`src/rtl/serial_port_defs.svh`:
```
// Constants for the multidrop serial port: offsets, fields, resets, timing.
// Assumes a 10 MHz system clock and a byte-addressed register port.
`ifndef SERIAL_PORT_DEFS_SVH
`define SERIAL_PORT_DEFS_SVH
`define CLK_HZ 10000000
`define BAUD_LO 19200
`define BAUD_MID 38400
`define BAUD_HI 57600
`define BIT_CYC_LO (`CLK_HZ / `BAUD_LO)
`define BIT_CYC_MID (`CLK_HZ / `BAUD_MID)
`define BIT_CYC_HI (`CLK_HZ / `BAUD_HI)
`define MS_PER_S 1000
`define MS_CYCLES (`CLK_HZ / `MS_PER_S)
`define GAP_BITS 16'h0024
`define DELAY_DEF_MS 7'h14
`define DELAY_MAX_MS 7'h63
`define BUF_BYTES 217
`define MAX_STATION 5'h1F
`define BCAST_ADDR 8'h00
`define CRC_POLY 16'hA001
`define CRC_INIT 16'hFFFF
// Register byte offsets and buffer select bit
`define OFF_CFG 11'h000
`define OFF_STATION 11'h004
`define OFF_DELAY 11'h008
`define OFF_STATUS 11'h00C
`define OFF_CMD 11'h010
`define OFF_LEN 11'h014
`define OFF_SLOPE 11'h018
`define OFF_OFFSET 11'h01C
`define BUF_SEL_BIT 10
// Field positions and reset values
`define CFG_BAUD 1:0
`define CFG_DATA8 2
`define CFG_STOP2 3
`define CFG_PAR 5:4
`define CFG_MODBUS 6
`define CFG_MODE 8:7
`define CFG_RESET 9'h004
`define CMD_SEND 0
`define CMD_RELEASE 1
`define CMD_CLRERR 2
`define SLOPE_RESET 16'h0100
`endif

```
`src/rtl/serial_port_pkg.sv`:
```
// Types shared by the multidrop serial port modules.
// Assumes the constants header is compiled alongside.
package serial_port_pkg;
   typedef enum logic [1:0] {PAR_NONE = 2'b00, PAR_EVEN = 2'b01, PAR_ODD = 2'b10,
                             PAR_RSVD = 2'b11} parity_e;
   typedef enum logic [1:0] {MODE_SLAVE = 2'b00, MODE_PROGLESS = 2'b01,
                             MODE_PEER_MASTER = 2'b10, MODE_PEER_SLAVE = 2'b11} mode_e;
   typedef enum logic [4:0] {S_LISTEN = 5'b00001, S_RECV = 5'b00010, S_HOLD = 5'b00100,
                             S_WAIT = 5'b01000, S_SEND = 5'b10000} state_e;
endpackage : serial_port_pkg

```
`src/rtl/char_rx.sv`:
```
// Start-stop character receiver, mid-bit sampling.
// Assumes rxd is synchronous to clk and idles high.
`timescale 1ns/1ps
`default_nettype none
module char_rx (
   // Clock and reset
   input wire logic clk,
   input wire logic rst_n,
   // Line and format
   input wire logic rxd,
   input wire logic [9:0] bit_cyc,
   input wire logic data8,
   input wire serial_port_pkg::parity_e parity,
   // Character out
   output logic valid,
   output logic [7:0] data,
   output logic perr,
   output logic busy
);
   logic [9:0] cnt_reg;
   logic [3:0] pos_reg;
   logic [8:0] bits_reg;
   wire has_par = (parity == serial_port_pkg::PAR_EVEN) || (parity == serial_port_pkg::PAR_ODD);
   wire [3:0] last_pos = 4'h9 - {3'h0, ~data8} + {3'h0, has_par};
   wire par_bit = data8 ? bits_reg[8] : bits_reg[7];
   wire [7:0] word = data8 ? bits_reg[7:0] : {1'b0, bits_reg[6:0]};
   wire par_bad = has_par && ((^word ^ par_bit) != (parity == serial_port_pkg::PAR_ODD)); // RQ4

   ////////////////////////////////////////////////////////////////////////////
   // Bit sampler: start check, data and parity capture, stop check
   always_ff @(posedge clk or negedge rst_n) begin
      if (!rst_n) begin
         cnt_reg <= 10'h000;
         pos_reg <= 4'h0;
         bits_reg <= 9'h000;
         busy <= 1'b0;
         valid <= 1'b0;
         data <= 8'h00;
         perr <= 1'b0;
      end else begin
         valid <= 1'b0;
         if (!busy) begin
            if (!rxd) begin
               busy <= 1'b1;
               cnt_reg <= bit_cyc >> 1;
               pos_reg <= 4'h0;
            end
         end else if (cnt_reg != 10'h000) begin
            cnt_reg <= cnt_reg - 10'h001;
         end else begin
            cnt_reg <= bit_cyc - 10'h001;
            pos_reg <= pos_reg + 4'h1;
            if (pos_reg == 4'h0 && rxd) begin
               busy <= 1'b0; // False start
            end else if (pos_reg == last_pos) begin
               busy <= 1'b0;
               valid <= 1'b1;
               data <= word;
               perr <= par_bad | ~rxd; // Bad stop counts as an error
            end else if (pos_reg != 4'h0) begin
               bits_reg[pos_reg - 4'h1] <= rxd;
            end
         end
      end
   end
endmodule : char_rx
`default_nettype wire

```
`src/rtl/char_tx.sv`:
```
// Start-stop character transmitter.
// Assumes start is a one-cycle pulse given only while busy is low.
`timescale 1ns/1ps
`default_nettype none
module char_tx (
   // Clock and reset
   input wire logic clk,
   input wire logic rst_n,
   // Format
   input wire logic [9:0] bit_cyc,
   input wire logic data8,
   input wire logic stop2,
   input wire serial_port_pkg::parity_e parity,
   // Character in
   input wire logic start,
   input wire logic [7:0] data,
   // Line out
   output logic txd,
   output logic busy
);
   logic [9:0] cnt_reg;
   logic [3:0] left_reg;
   logic [11:0] sh_reg;
   wire has_par = (parity == serial_port_pkg::PAR_EVEN) || (parity == serial_port_pkg::PAR_ODD);
   wire [7:0] word = data8 ? data : {1'b0, data[6:0]};
   wire par_bit = ^word ^ (parity == serial_port_pkg::PAR_ODD); // RQ4
   wire [8:0] body = data8 ? (has_par ? {par_bit, word} : {1'b1, word})
                           : (has_par ? {1'b1, par_bit, word[6:0]} : {2'b11, word[6:0]});
   wire [3:0] nbits = 4'h9 - {3'h0, ~data8} + {3'h0, has_par} + {3'h0, stop2};

   ////////////////////////////////////////////////////////////////////////////
   // Shifter: frame is start, data, parity, stop bits, sent LSB first
   always_ff @(posedge clk or negedge rst_n) begin
      if (!rst_n) begin
         cnt_reg <= 10'h000;
         left_reg <= 4'h0;
         sh_reg <= 12'hFFF;
         txd <= 1'b1;
         busy <= 1'b0;
      end else if (!busy) begin
         txd <= 1'b1;
         if (start) begin
            busy <= 1'b1;
            sh_reg <= {2'b11, body, 1'b0};
            left_reg <= nbits;
            cnt_reg <= bit_cyc - 10'h001;
            txd <= 1'b0;
         end
      end else if (cnt_reg != 10'h000) begin
         cnt_reg <= cnt_reg - 10'h001;
      end else if (left_reg == 4'h0) begin
         busy <= 1'b0;
         txd <= 1'b1;
      end else begin
         cnt_reg <= bit_cyc - 10'h001;
         left_reg <= left_reg - 4'h1;
         sh_reg <= {1'b1, sh_reg[11:1]};
         txd <= sh_reg[1];
      end
   end
endmodule : char_tx
`default_nettype wire

```
`src/rtl/multidrop_serial_comm_port.sv`:
```
// Half-duplex multidrop serial port: frame receive, check, hold, delayed reply.
// Assumes a 10 MHz clock, a plain register port, and an external line driver.
//
// How it works
// [RQ1] One talker at a time; driver enabled only sending.
// [RQ2] Rates 19200, 38400, 57600 bps, start-stop framing.
// [RQ3] Rate, width, stop bits, parity set independently.
// [RQ4] Parity none, even or odd, made and checked.
// [RQ5] Frame check BCC or CRC-16, generated and verified.
// [RQ6] Reply waits 0..99 ms delay, default 20.
// [RQ7] Programless mode: device starts its own PLC exchanges.
// [RQ8] Programless bus holds up to 32 controllers.
// [RQ9] Peer master copies parameters to slaves.
// [RQ10] Master broadcasts set point and run/stop.
// [RQ11] Slave scales received set point by slope, offset.
// [RQ12] Peer group at most 32 including master.
// [RQ13] No reply unless addressed; bad frames dropped.
// [RQ14] Characters beyond buffer capacity are discarded.
//
// Decided for this implementation: the placing of the registers and the strobed register port.
`include "serial_port_defs.svh"
`timescale 1ns/1ps
`default_nettype none
module multidrop_serial_comm_port #(
   parameter int BUF_DEPTH = `BUF_BYTES,
   parameter int MS_CYCLES = `MS_CYCLES
) (
   // Clock and reset
   input wire logic MCLK,
   input wire logic RST_N,
   // Register port
   input wire logic [10:0] ADDR,
   input wire logic [31:0] WDATA,
   input wire logic WR,
   input wire logic RD,
   output logic [31:0] RDATA,
   // Bus line
   input wire logic LINE_IN,
   output logic LINE_OUT,
   output logic LINE_OE,
   // Peer set point
   output logic [15:0] SETPOINT,
   output logic RUN_CMD
);
   localparam int LW = $clog2(BUF_DEPTH + 1);

   // Register address match, used for both reads and writes
   function automatic logic hit(input logic [10:0] a, input logic [10:0] off);
      return (a == off);
   endfunction : hit

   // One byte of the reflected CRC-16
   function automatic logic [15:0] crc_step(input logic [15:0] c, input logic [7:0] d);
      logic [15:0] r;
      r = c ^ {8'h00, d};
      for (int i = 0; i < 8; i++) begin
         r = r[0] ? ((r >> 1) ^ `CRC_POLY) : (r >> 1);
      end
      return r;
   endfunction : crc_step

   ////////////////////////////////////////////////////////////////////////////
   // Registers and state
   serial_port_pkg::state_e state_reg, state_next;
   logic [8:0] cfg_reg;
   logic [4:0] station_reg;
   logic [6:0] delay_reg;
   logic [15:0] slope_reg, offset_reg;
   logic [LW-1:0] rx_len_reg, tx_len_reg, tx_pos_reg;
   logic [7:0] buf_mem [BUF_DEPTH];
   logic [15:0] rx_crc_reg, tx_crc_reg;
   logic [7:0] rx_bcc_reg, tx_bcc_reg;
   logic frame_err_reg, ready_reg, ovf_reg, perr_reg, chkerr_reg;
   logic [15:0] gap_reg;
   logic [$clog2(MS_CYCLES+1)-1:0] ms_reg;
   logic [6:0] dly_cnt_reg;
   logic tx_start_reg;
   logic [7:0] tx_byte_reg;

   ////////////////////////////////////////////////////////////////////////////
   // Configuration decode
   serial_port_pkg::parity_e parity;
   serial_port_pkg::mode_e mode;
   assign parity = serial_port_pkg::parity_e'(cfg_reg[`CFG_PAR]); // RQ3
   assign mode = serial_port_pkg::mode_e'(cfg_reg[`CFG_MODE]);
   wire modbus = cfg_reg[`CFG_MODBUS];
   wire [9:0] bit_cyc = (cfg_reg[`CFG_BAUD] == 2'b01) ? 10'(`BIT_CYC_MID) :
                        (cfg_reg[`CFG_BAUD] == 2'b10) ? 10'(`BIT_CYC_HI) :
                        10'(`BIT_CYC_LO); // RQ2 RQ3
   wire master_mode = (mode == serial_port_pkg::MODE_PROGLESS) ||
                      (mode == serial_port_pkg::MODE_PEER_MASTER); // RQ7 RQ9 RQ10
   wire [LW-1:0] chk_len = modbus ? LW'(2) : LW'(1);

   ////////////////////////////////////////////////////////////////////////////
   // Bus strobes
   wire wr_cfg = WR && hit(ADDR, `OFF_CFG);
   wire wr_cmd = WR && hit(ADDR, `OFF_CMD);
   wire cmd_send = wr_cmd && WDATA[`CMD_SEND];
   wire cmd_release = wr_cmd && WDATA[`CMD_RELEASE];
   wire cmd_clrerr = wr_cmd && WDATA[`CMD_CLRERR];
   wire buf_sel = ADDR[`BUF_SEL_BIT];
   wire [7:0] buf_idx = ADDR[9:2];
   wire buf_in = 32'(buf_idx) < BUF_DEPTH;
   wire buf_wr = WR && buf_sel && buf_in &&
                 (state_reg == serial_port_pkg::S_LISTEN || state_reg == serial_port_pkg::S_HOLD);

   ////////////////////////////////////////////////////////////////////////////
   // Character engines; receiver deaf while we drive the line
   logic rx_valid, rx_perr, rx_busy, tx_busy;
   logic [7:0] rx_data;
   char_rx u_rx (
      .clk(MCLK),
      .rst_n(RST_N),
      .rxd(LINE_IN | LINE_OE), // RQ1
      .bit_cyc(bit_cyc),
      .data8(cfg_reg[`CFG_DATA8]),
      .parity(parity),
      .valid(rx_valid),
      .data(rx_data),
      .perr(rx_perr),
      .busy(rx_busy)
   );
   char_tx u_tx (
      .clk(MCLK),
      .rst_n(RST_N),
      .bit_cyc(bit_cyc),
      .data8(cfg_reg[`CFG_DATA8]),
      .stop2(cfg_reg[`CFG_STOP2]),
      .parity(parity),
      .start(tx_start_reg),
      .data(tx_byte_reg),
      .txd(LINE_OUT),
      .busy(tx_busy)
   );

   ////////////////////////////////////////////////////////////////////////////
   // Frame acceptance
   wire rx_take = rx_valid && (state_reg == serial_port_pkg::S_LISTEN ||
                               state_reg == serial_port_pkg::S_RECV);
   wire rx_room = rx_len_reg < LW'(BUF_DEPTH);
   wire gap_done = (state_reg == serial_port_pkg::S_RECV) && !rx_busy &&
                   (gap_reg >= 16'(bit_cyc * `GAP_BITS));
   wire chk_ok = modbus ? (rx_crc_reg == 16'h0000 && rx_len_reg > LW'(2))
                        : (rx_bcc_reg == 8'h00 && rx_len_reg > LW'(1)); // RQ5
   wire addr_ok = (buf_mem[0] == {3'h0, station_reg}) || (buf_mem[0] == `BCAST_ADDR); // RQ13
   wire frame_good = gap_done && chk_ok && !frame_err_reg && addr_ok; // RQ13
   wire peer_take = frame_good && (mode == serial_port_pkg::MODE_PEER_SLAVE) &&
                    rx_len_reg > LW'(4); // RQ10
   wire [31:0] sp_prod = {buf_mem[1], buf_mem[2]} * slope_reg;
   wire [15:0] sp_scaled = sp_prod[23:8] + offset_reg; // RQ11

   ////////////////////////////////////////////////////////////////////////////
   // Transmit byte selection: buffer, then check bytes
   wire [LW-1:0] tx_total = tx_len_reg + chk_len;
   wire tx_from_buf = tx_pos_reg < tx_len_reg;
   wire [7:0] tx_sel = tx_from_buf ? buf_mem[tx_pos_reg] :
                       (tx_pos_reg == tx_len_reg) ? (modbus ? tx_crc_reg[7:0] : tx_bcc_reg) :
                       tx_crc_reg[15:8]; // RQ5
   wire tx_launch = (state_reg == serial_port_pkg::S_SEND) && !tx_start_reg && !tx_busy &&
                    (tx_pos_reg != tx_total);
   wire tx_done = (state_reg == serial_port_pkg::S_SEND) && !tx_start_reg && !tx_busy &&
                  (tx_pos_reg == tx_total);
   wire ms_tick = ms_reg == ($bits(ms_reg))'(MS_CYCLES - 1);

   ////////////////////////////////////////////////////////////////////////////
   // Frame sequencer
   always_comb begin
      state_next = state_reg;
      unique case (state_reg)
         serial_port_pkg::S_LISTEN: begin
            if (rx_take) begin
               state_next = serial_port_pkg::S_RECV;
            end else if (cmd_send && master_mode) begin
               state_next = serial_port_pkg::S_SEND; // RQ7 RQ9 RQ10
            end
         end
         serial_port_pkg::S_RECV: begin
            if (frame_good) begin
               state_next = serial_port_pkg::S_HOLD;
            end else if (gap_done) begin
               state_next = serial_port_pkg::S_LISTEN; // RQ13
            end
         end
         serial_port_pkg::S_HOLD: begin
            if (cmd_send) begin
               state_next = serial_port_pkg::S_WAIT;
            end else if (cmd_release) begin
               state_next = serial_port_pkg::S_LISTEN;
            end
         end
         serial_port_pkg::S_WAIT: begin
            if (dly_cnt_reg == 7'h00) begin
               state_next = serial_port_pkg::S_SEND; // RQ6
            end
         end
         serial_port_pkg::S_SEND: begin
            if (tx_done) begin
               state_next = serial_port_pkg::S_LISTEN;
            end
         end
         default: state_next = serial_port_pkg::S_LISTEN;
      endcase
   end

   // State, line driver enable and response delay
   always_ff @(posedge MCLK or negedge RST_N) begin
      if (!RST_N) begin
         state_reg <= serial_port_pkg::S_LISTEN;
         LINE_OE <= 1'b0;
         ms_reg <= '0;
         dly_cnt_reg <= 7'h00;
      end else begin
         state_reg <= state_next;
         LINE_OE <= state_next == serial_port_pkg::S_SEND; // RQ1 RQ13
         ms_reg <= (ms_tick || frame_good) ? '0 : ms_reg + 1'b1;
         if (frame_good) begin
            dly_cnt_reg <= delay_reg; // RQ6
         end else if (ms_tick && dly_cnt_reg != 7'h00) begin
            dly_cnt_reg <= dly_cnt_reg - 7'h01;
         end
      end
   end

   ////////////////////////////////////////////////////////////////////////////
   // Receive bookkeeping: length, running checks, gap timer
   always_ff @(posedge MCLK or negedge RST_N) begin
      if (!RST_N) begin
         rx_len_reg <= '0;
         rx_crc_reg <= `CRC_INIT;
         rx_bcc_reg <= 8'h00;
         frame_err_reg <= 1'b0;
         gap_reg <= 16'h0000;
      end else if (rx_take) begin
         gap_reg <= 16'h0000;
         if (state_reg == serial_port_pkg::S_LISTEN) begin
            rx_len_reg <= LW'(1);
            rx_crc_reg <= crc_step(`CRC_INIT, rx_data);
            rx_bcc_reg <= rx_data;
            frame_err_reg <= rx_perr; // RQ4
         end else begin
            frame_err_reg <= frame_err_reg | rx_perr | ~rx_room;
            if (rx_room) begin
               rx_len_reg <= rx_len_reg + 1'b1;
               rx_crc_reg <= crc_step(rx_crc_reg, rx_data);
               rx_bcc_reg <= rx_bcc_reg ^ rx_data;
            end
         end
      end else if (rx_busy) begin
         gap_reg <= 16'h0000;
      end else if (!gap_done) begin
         gap_reg <= gap_reg + 16'h0001;
      end
   end

   // Shared frame buffer: filled by the line, or by software for a reply
   always_ff @(posedge MCLK) begin
      if (rx_take && rx_room) begin
         buf_mem[(state_reg == serial_port_pkg::S_LISTEN) ? '0 : rx_len_reg] <= rx_data; // RQ14
      end else if (rx_take && state_reg == serial_port_pkg::S_LISTEN) begin
         buf_mem[0] <= rx_data; // First byte lands even after an overflowed frame
      end else if (buf_wr) begin
         buf_mem[buf_idx] <= WDATA[7:0];
      end
   end

   ////////////////////////////////////////////////////////////////////////////
   // Transmit sequencing with appended check
   always_ff @(posedge MCLK or negedge RST_N) begin
      if (!RST_N) begin
         tx_pos_reg <= '0;
         tx_crc_reg <= `CRC_INIT;
         tx_bcc_reg <= 8'h00;
         tx_start_reg <= 1'b0;
         tx_byte_reg <= 8'h00;
      end else begin
         tx_start_reg <= tx_launch;
         if (state_reg != serial_port_pkg::S_SEND) begin
            tx_pos_reg <= '0;
            tx_crc_reg <= `CRC_INIT;
            tx_bcc_reg <= 8'h00;
         end else if (tx_launch) begin
            tx_byte_reg <= tx_sel;
            tx_pos_reg <= tx_pos_reg + 1'b1;
            if (tx_from_buf) begin
               tx_crc_reg <= crc_step(tx_crc_reg, tx_sel); // RQ5
               tx_bcc_reg <= tx_bcc_reg ^ tx_sel;
            end
         end
      end
   end

   ////////////////////////////////////////////////////////////////////////////
   // Software registers and sticky flags; a set beats a clear
   always_ff @(posedge MCLK or negedge RST_N) begin
      if (!RST_N) begin
         cfg_reg <= `CFG_RESET;
         station_reg <= 5'h01;
         delay_reg <= `DELAY_DEF_MS;
         slope_reg <= `SLOPE_RESET;
         offset_reg <= 16'h0000;
         tx_len_reg <= '0;
         ready_reg <= 1'b0;
         ovf_reg <= 1'b0;
         perr_reg <= 1'b0;
         chkerr_reg <= 1'b0;
      end else begin
         if (wr_cfg) cfg_reg <= WDATA[8:0]; // RQ3
         if (WR && hit(ADDR, `OFF_STATION)) begin
            station_reg <= WDATA[4:0] & `MAX_STATION; // RQ8 RQ12
         end
         if (WR && hit(ADDR, `OFF_DELAY)) begin
            delay_reg <= (WDATA[6:0] > `DELAY_MAX_MS) ? `DELAY_MAX_MS : WDATA[6:0]; // RQ6
         end
         if (WR && hit(ADDR, `OFF_SLOPE)) slope_reg <= WDATA[15:0];
         if (WR && hit(ADDR, `OFF_OFFSET)) offset_reg <= WDATA[15:0];
         if (WR && hit(ADDR, `OFF_LEN)) begin
            tx_len_reg <= (WDATA[LW-1:0] > LW'(BUF_DEPTH)) ? LW'(BUF_DEPTH) : WDATA[LW-1:0];
         end
         ready_reg <= frame_good | (ready_reg & ~(cmd_send | cmd_release));
         ovf_reg <= (rx_take && !rx_room && state_reg == serial_port_pkg::S_RECV) |
                    (ovf_reg & ~cmd_clrerr); // RQ14
         perr_reg <= (rx_take && rx_perr) | (perr_reg & ~cmd_clrerr);
         chkerr_reg <= (gap_done && !chk_ok) | (chkerr_reg & ~cmd_clrerr);
      end
   end

   // Peer slave adopts the scaled set point and run/stop
   always_ff @(posedge MCLK or negedge RST_N) begin
      if (!RST_N) begin
         SETPOINT <= 16'h0000;
         RUN_CMD <= 1'b0;
      end else if (peer_take) begin
         SETPOINT <= sp_scaled; // RQ10 RQ11
         RUN_CMD <= buf_mem[3][0];
      end
   end

   ////////////////////////////////////////////////////////////////////////////
   // Read selection, answered one cycle after the strobe
   wire [31:0] status_word = {22'h0, state_reg, tx_busy, chkerr_reg, perr_reg, ovf_reg, ready_reg};
   wire [31:0] buf_word = buf_in ? {24'h0, buf_mem[buf_idx]} : 32'h0;
   wire [31:0] rd_word = buf_sel ? buf_word :
                         hit(ADDR, `OFF_CFG) ? {23'h0, cfg_reg} :
                         hit(ADDR, `OFF_STATION) ? {27'h0, station_reg} :
                         hit(ADDR, `OFF_DELAY) ? {25'h0, delay_reg} :
                         hit(ADDR, `OFF_STATUS) ? status_word :
                         hit(ADDR, `OFF_LEN) ? {16'(tx_len_reg), 16'(rx_len_reg)} :
                         hit(ADDR, `OFF_SLOPE) ? {16'h0, slope_reg} :
                         hit(ADDR, `OFF_OFFSET) ? {16'h0, offset_reg} : 32'h0;
   always_ff @(posedge MCLK or negedge RST_N) begin
      if (!RST_N) begin
         RDATA <= 32'h0;
      end else begin
         RDATA <= RD ? rd_word : 32'h0;
      end
   end
endmodule : multidrop_serial_comm_port
`default_nettype wire

```
`config.mk`:
```
export PLATFORM = sky130hd
export DESIGN_NAME = multidrop_serial_comm_port
export DESIGN_NICKNAME = d
export VERILOG_FILES = /design/src/rtl/serial_port_pkg.sv /design/src/rtl/char_rx.sv /design/src/rtl/char_tx.sv /design/src/rtl/multidrop_serial_comm_port.sv
export VERILOG_INCLUDE_DIRS = /design/src /design/src/rtl
export SDC_FILE = /design/constraint.sdc
export NUM_CORES = 2
export LEC_CHECK = 0
export BUFFER_PORTS_ARGS = -buffer_cell sky130_fd_sc_hd__buf_2
export CAP_MARGIN = 20
export CORE_MARGIN = 4
export CORE_UTILIZATION = 30
export DETAILED_ROUTE_END_ITERATION = 16
export GPL_ROUTABILITY_DRIVEN = 0
export HOLD_SLACK_MARGIN = 0.05
export PLACE_DENSITY = 0.52
export SLEW_MARGIN = 10
export SYNTH_ARGS = -nofsm -noshare
export SYNTH_HDL_FRONTEND = slang
export SYNTH_HIERARCHICAL = 1
export SYNTH_SLANG_ARGS = --single-unit
export TNS_END_PERCENT = 1
```
`constraint.sdc`:
```
create_clock -name MCLK -period 7.82 [get_ports MCLK]
set_input_delay 1.564 -clock MCLK [delete_from_list [all_inputs] [get_ports MCLK]]
set_output_delay 1.564 -clock MCLK [all_outputs]
set_load 0.03 [all_outputs]
```
==> impl_results.md <==
- Routed vias/inst: 5.55
- Final HPWL DP: 245 mm
- I/O Buffers: 74
- Initial antenna violation count: 22
- CP max-delay cell: edfxtp_1
- Crit path from: buf_mem[2][5]$_DFFE_PP_
- Commonest cells in the netlist: edfxtp_1 (1760), mux4_2 (925), nand2_1 (472), nor2_1 (429), inv_1 (279)
- Worst-path clk slew: 60 ps
- Core area: 0.353 sq mm
- R2r worst-path depth: 29
- Longest Clk Path Bufs: 4
- Synth Register Bits: 2042
- Total wire length: 364 mm
- Status: completed
- Ys flop type: edfxtp_1
- Worst reg2reg startpoint: buf_mem[2][5]$_DFFE_PP_
- CTS root buf: clkbuf_16
- Post-synth EDFFs: 1760
- Worst EP required: 8580 ps
- Min-Delay Startpoint: ms_reg[0]$_DFF_PN0_
- Largest net degree at the start of global routing: 221
- Ys async rst share: 0.138
- Global route overflow: 0
- Nets@finish: 7213
- Crit path max fanout: 8
- CP Class: reg2reg
- Worst Hold Path Cells: 1
- Largest stage delay, worst path: 570 ps
- Crit end category: flip-flop
- Hold-fix buffers at CTS: 0
- Final ANT Viol Nets: 0
- Synth cell types: 122
- Num CTS Buffers: 230
- Vias: 65451
- Clock period minus worst slack: 7400 ps
- Layout cells sized above 1: 0.267
- Post-Syn Area: 0.106 sq mm
- Hold crit path type: reg2reg
- Final hold violations: 0
- Row Count: 218
- Area leader, netlist: edfxtp_1
- Multi-input logic area: 0.0431 sq mm
- Worst r2r dst: SETPOINT[15]$_DFFE_PN0P_
- Die H: 603 um
- Reg area: 0.0600 sq mm
- Setup violators final: 0
- Setup slack, reg-to-reg: 420 ps
- Worst vdd ir: 233 uV
- Final period util: 0.947
- Avg Inst Size Synth: 15.9 sq um
- Routed WL per cell: 30.9 um
- DR DRC count: 0
- Aggregate global-route resource usage: 0.196
- Count leader, synth: edfxtp_1
- Peak Freq: 135 MHz
- Post-layout util: 0.343
- Vias in the first global route: 66468
- Post-synth top area share: 0.497
- Number of flip-flops under the largest register name: 1760
- Hold Path Sink: ms_reg[0]$_DFF_PN0_
- Largest reg by FF count: buf_mem
- CTS tree: built
- CTS H-tree lvls: 4
- Clock Sinks: 2042
- Worst skew pair latency: 910 ps
- Post-CTS Setup Inserts: 0
- FILL cells: 33723
- DRT iter0 DRCs: 7478
- Drt first pass iters: 7
- Syn Inst Count: 6675
- Rel. slew slack: 0.164
- Ys Warns: 6
- Boundary Pins: 99
- Worst-Margin Slew: 1240 ps
- Initial core utilization: 0.301
- Pwr per Cell Area: 198 mW/mm^2
- Die width: 603 um
- Critical Path Start Type: flip-flop
- Leak: 43.7 nW
- Sequential area share after synthesis: 0.564
- Biggest regs: buf_mem x1760, RDATA x24
- MaxCap Viol Count: 0
- First-pass GRT wire length: 514 mm
- Worst Clk Skew: 47.8 ps
- Most frequent CP cell: fa_1
- Ranking of synthesized cells by area: edfxtp_1 (50%), mux4_2 (20%), dfrtp_1 (5.5%), fa_1 (3.2%), mux2i_1 (2.3%)
- Final hold slack: 454 ps
- CP arrival: 8170 ps
- Die ar.: 0.364 sq mm
- CTS-repair resized insts: 0
- Slew Limit Fails: 0
- P&R area growth vs syn: 13.8%
metrics by stage:
step	setup TNS [ps]	cells	instance area (sq um)	total power (W)	setup slack [ps]
finish	0	11795	121000	0.0239	415
global placement	0	11313	113000	0.0131	239
detailed placement	0	11335	113000	0.0132	284
global route	-3.76	11782	121000	0.0246	-3.76
CTS	0	11760	121000	0.0241	270
floorplan	0	6702	106000	0.0128	719
cell families after synthesis:
kind of cell / Yosys count / synth area share
XOR/XNOR: 194 / 0.0169
flip-flops: 2042 / 0.564
multiplexers: 1272 / 0.231
other: 1 / 0.0000353
adder cells (fa/ha/maj): 307 / 0.0481
AO/OA/AOI/OAI: 721 / 0.0465
buffers and inverters: 753 / 0.0333
AND/OR/NAND/NOR: 1385 / 0.0603
critical path, delay by kind of cell (launching register included):
kind,cells,cell delay [ps]
adders and majority gates,8,3470
and+or+nand+nor,7,1310
AOI/OAI and AO/OA,7,1210
DFF,1,570
muxes,1,260
xor gates and xnor gates,2,250
buffers and inverters,4,210
cells in the final DEF (no fill, tap or decap), drive strengths merged, types with 26 or more instances in the layout:
cell type	Yosys	final
inv	282	291
buf	232	390
fa	170	170
mux4	932	932
a22oi	69	69
nand4	29	29
xnor2	124	124
edfxtp	1760	1760
and2	113	113
nor3	91	91
o221ai	36	36
ha	137	137
o22ai	43	43
nand2	474	474
a31oi	38	38
mux2	99	99
dfrtp	234	234
nor2	431	431
dfstp	48	48
a221oi	28	28
nor2b	26	26
clkinv	3	105
o21ai	158	158
nand3	65	65
mux2i	241	241
bufinv	0	27
xor2	66	66
a21oi	141	141
clkbuf	236	281
conb	1	28
worst max path at each step:
stage / endpoint / slack, ps
3_5_place_dp: SETPOINT[15]$_DFFE_PN0P_ / 280
5_1_grt: SETPOINT[15]$_DFFE_PN0P_ / -4
6_report: SETPOINT[15]$_DFFE_PN0P_ / 420
4_1_cts: SETPOINT[15]$_DFFE_PN0P_ / 270
3_3_place_gp: SETPOINT[15]$_DFFE_PN0P_ / 240
2_1_floorplan: buf_mem[0][5]$_DFFE_PP_ / 720
where the power goes:
part	internal (W)	switching [W]	leakage, nW
Sequential	0.0118	0.0000704	23.2
Combinational	0.000360	0.000660	16.8
Clock	0.00638	0.00462	3.70
Total	0.0186	0.00535	43.7
layer usage:
metal  part of all wire  wire (um)  global-route usage
met1               0.40     146000               0.262
met2               0.47     171000               0.313
met3              0.083      30400              0.0370
met4              0.047      17100              0.0798
met5            0.00012         42                   0
layout make-up:
type,count,area share
clock buffers,279,0.0498
clock inverters,146,0.0128
diodes,14,0.000290
repair buffers,392,0.0273
flip-flops and latches,2042,0.496
well taps,4730,0.0489
multi-input cells,3907,0.356
inverters,285,0.00894
Note: power is estimated with default switching activity, not from simulation.
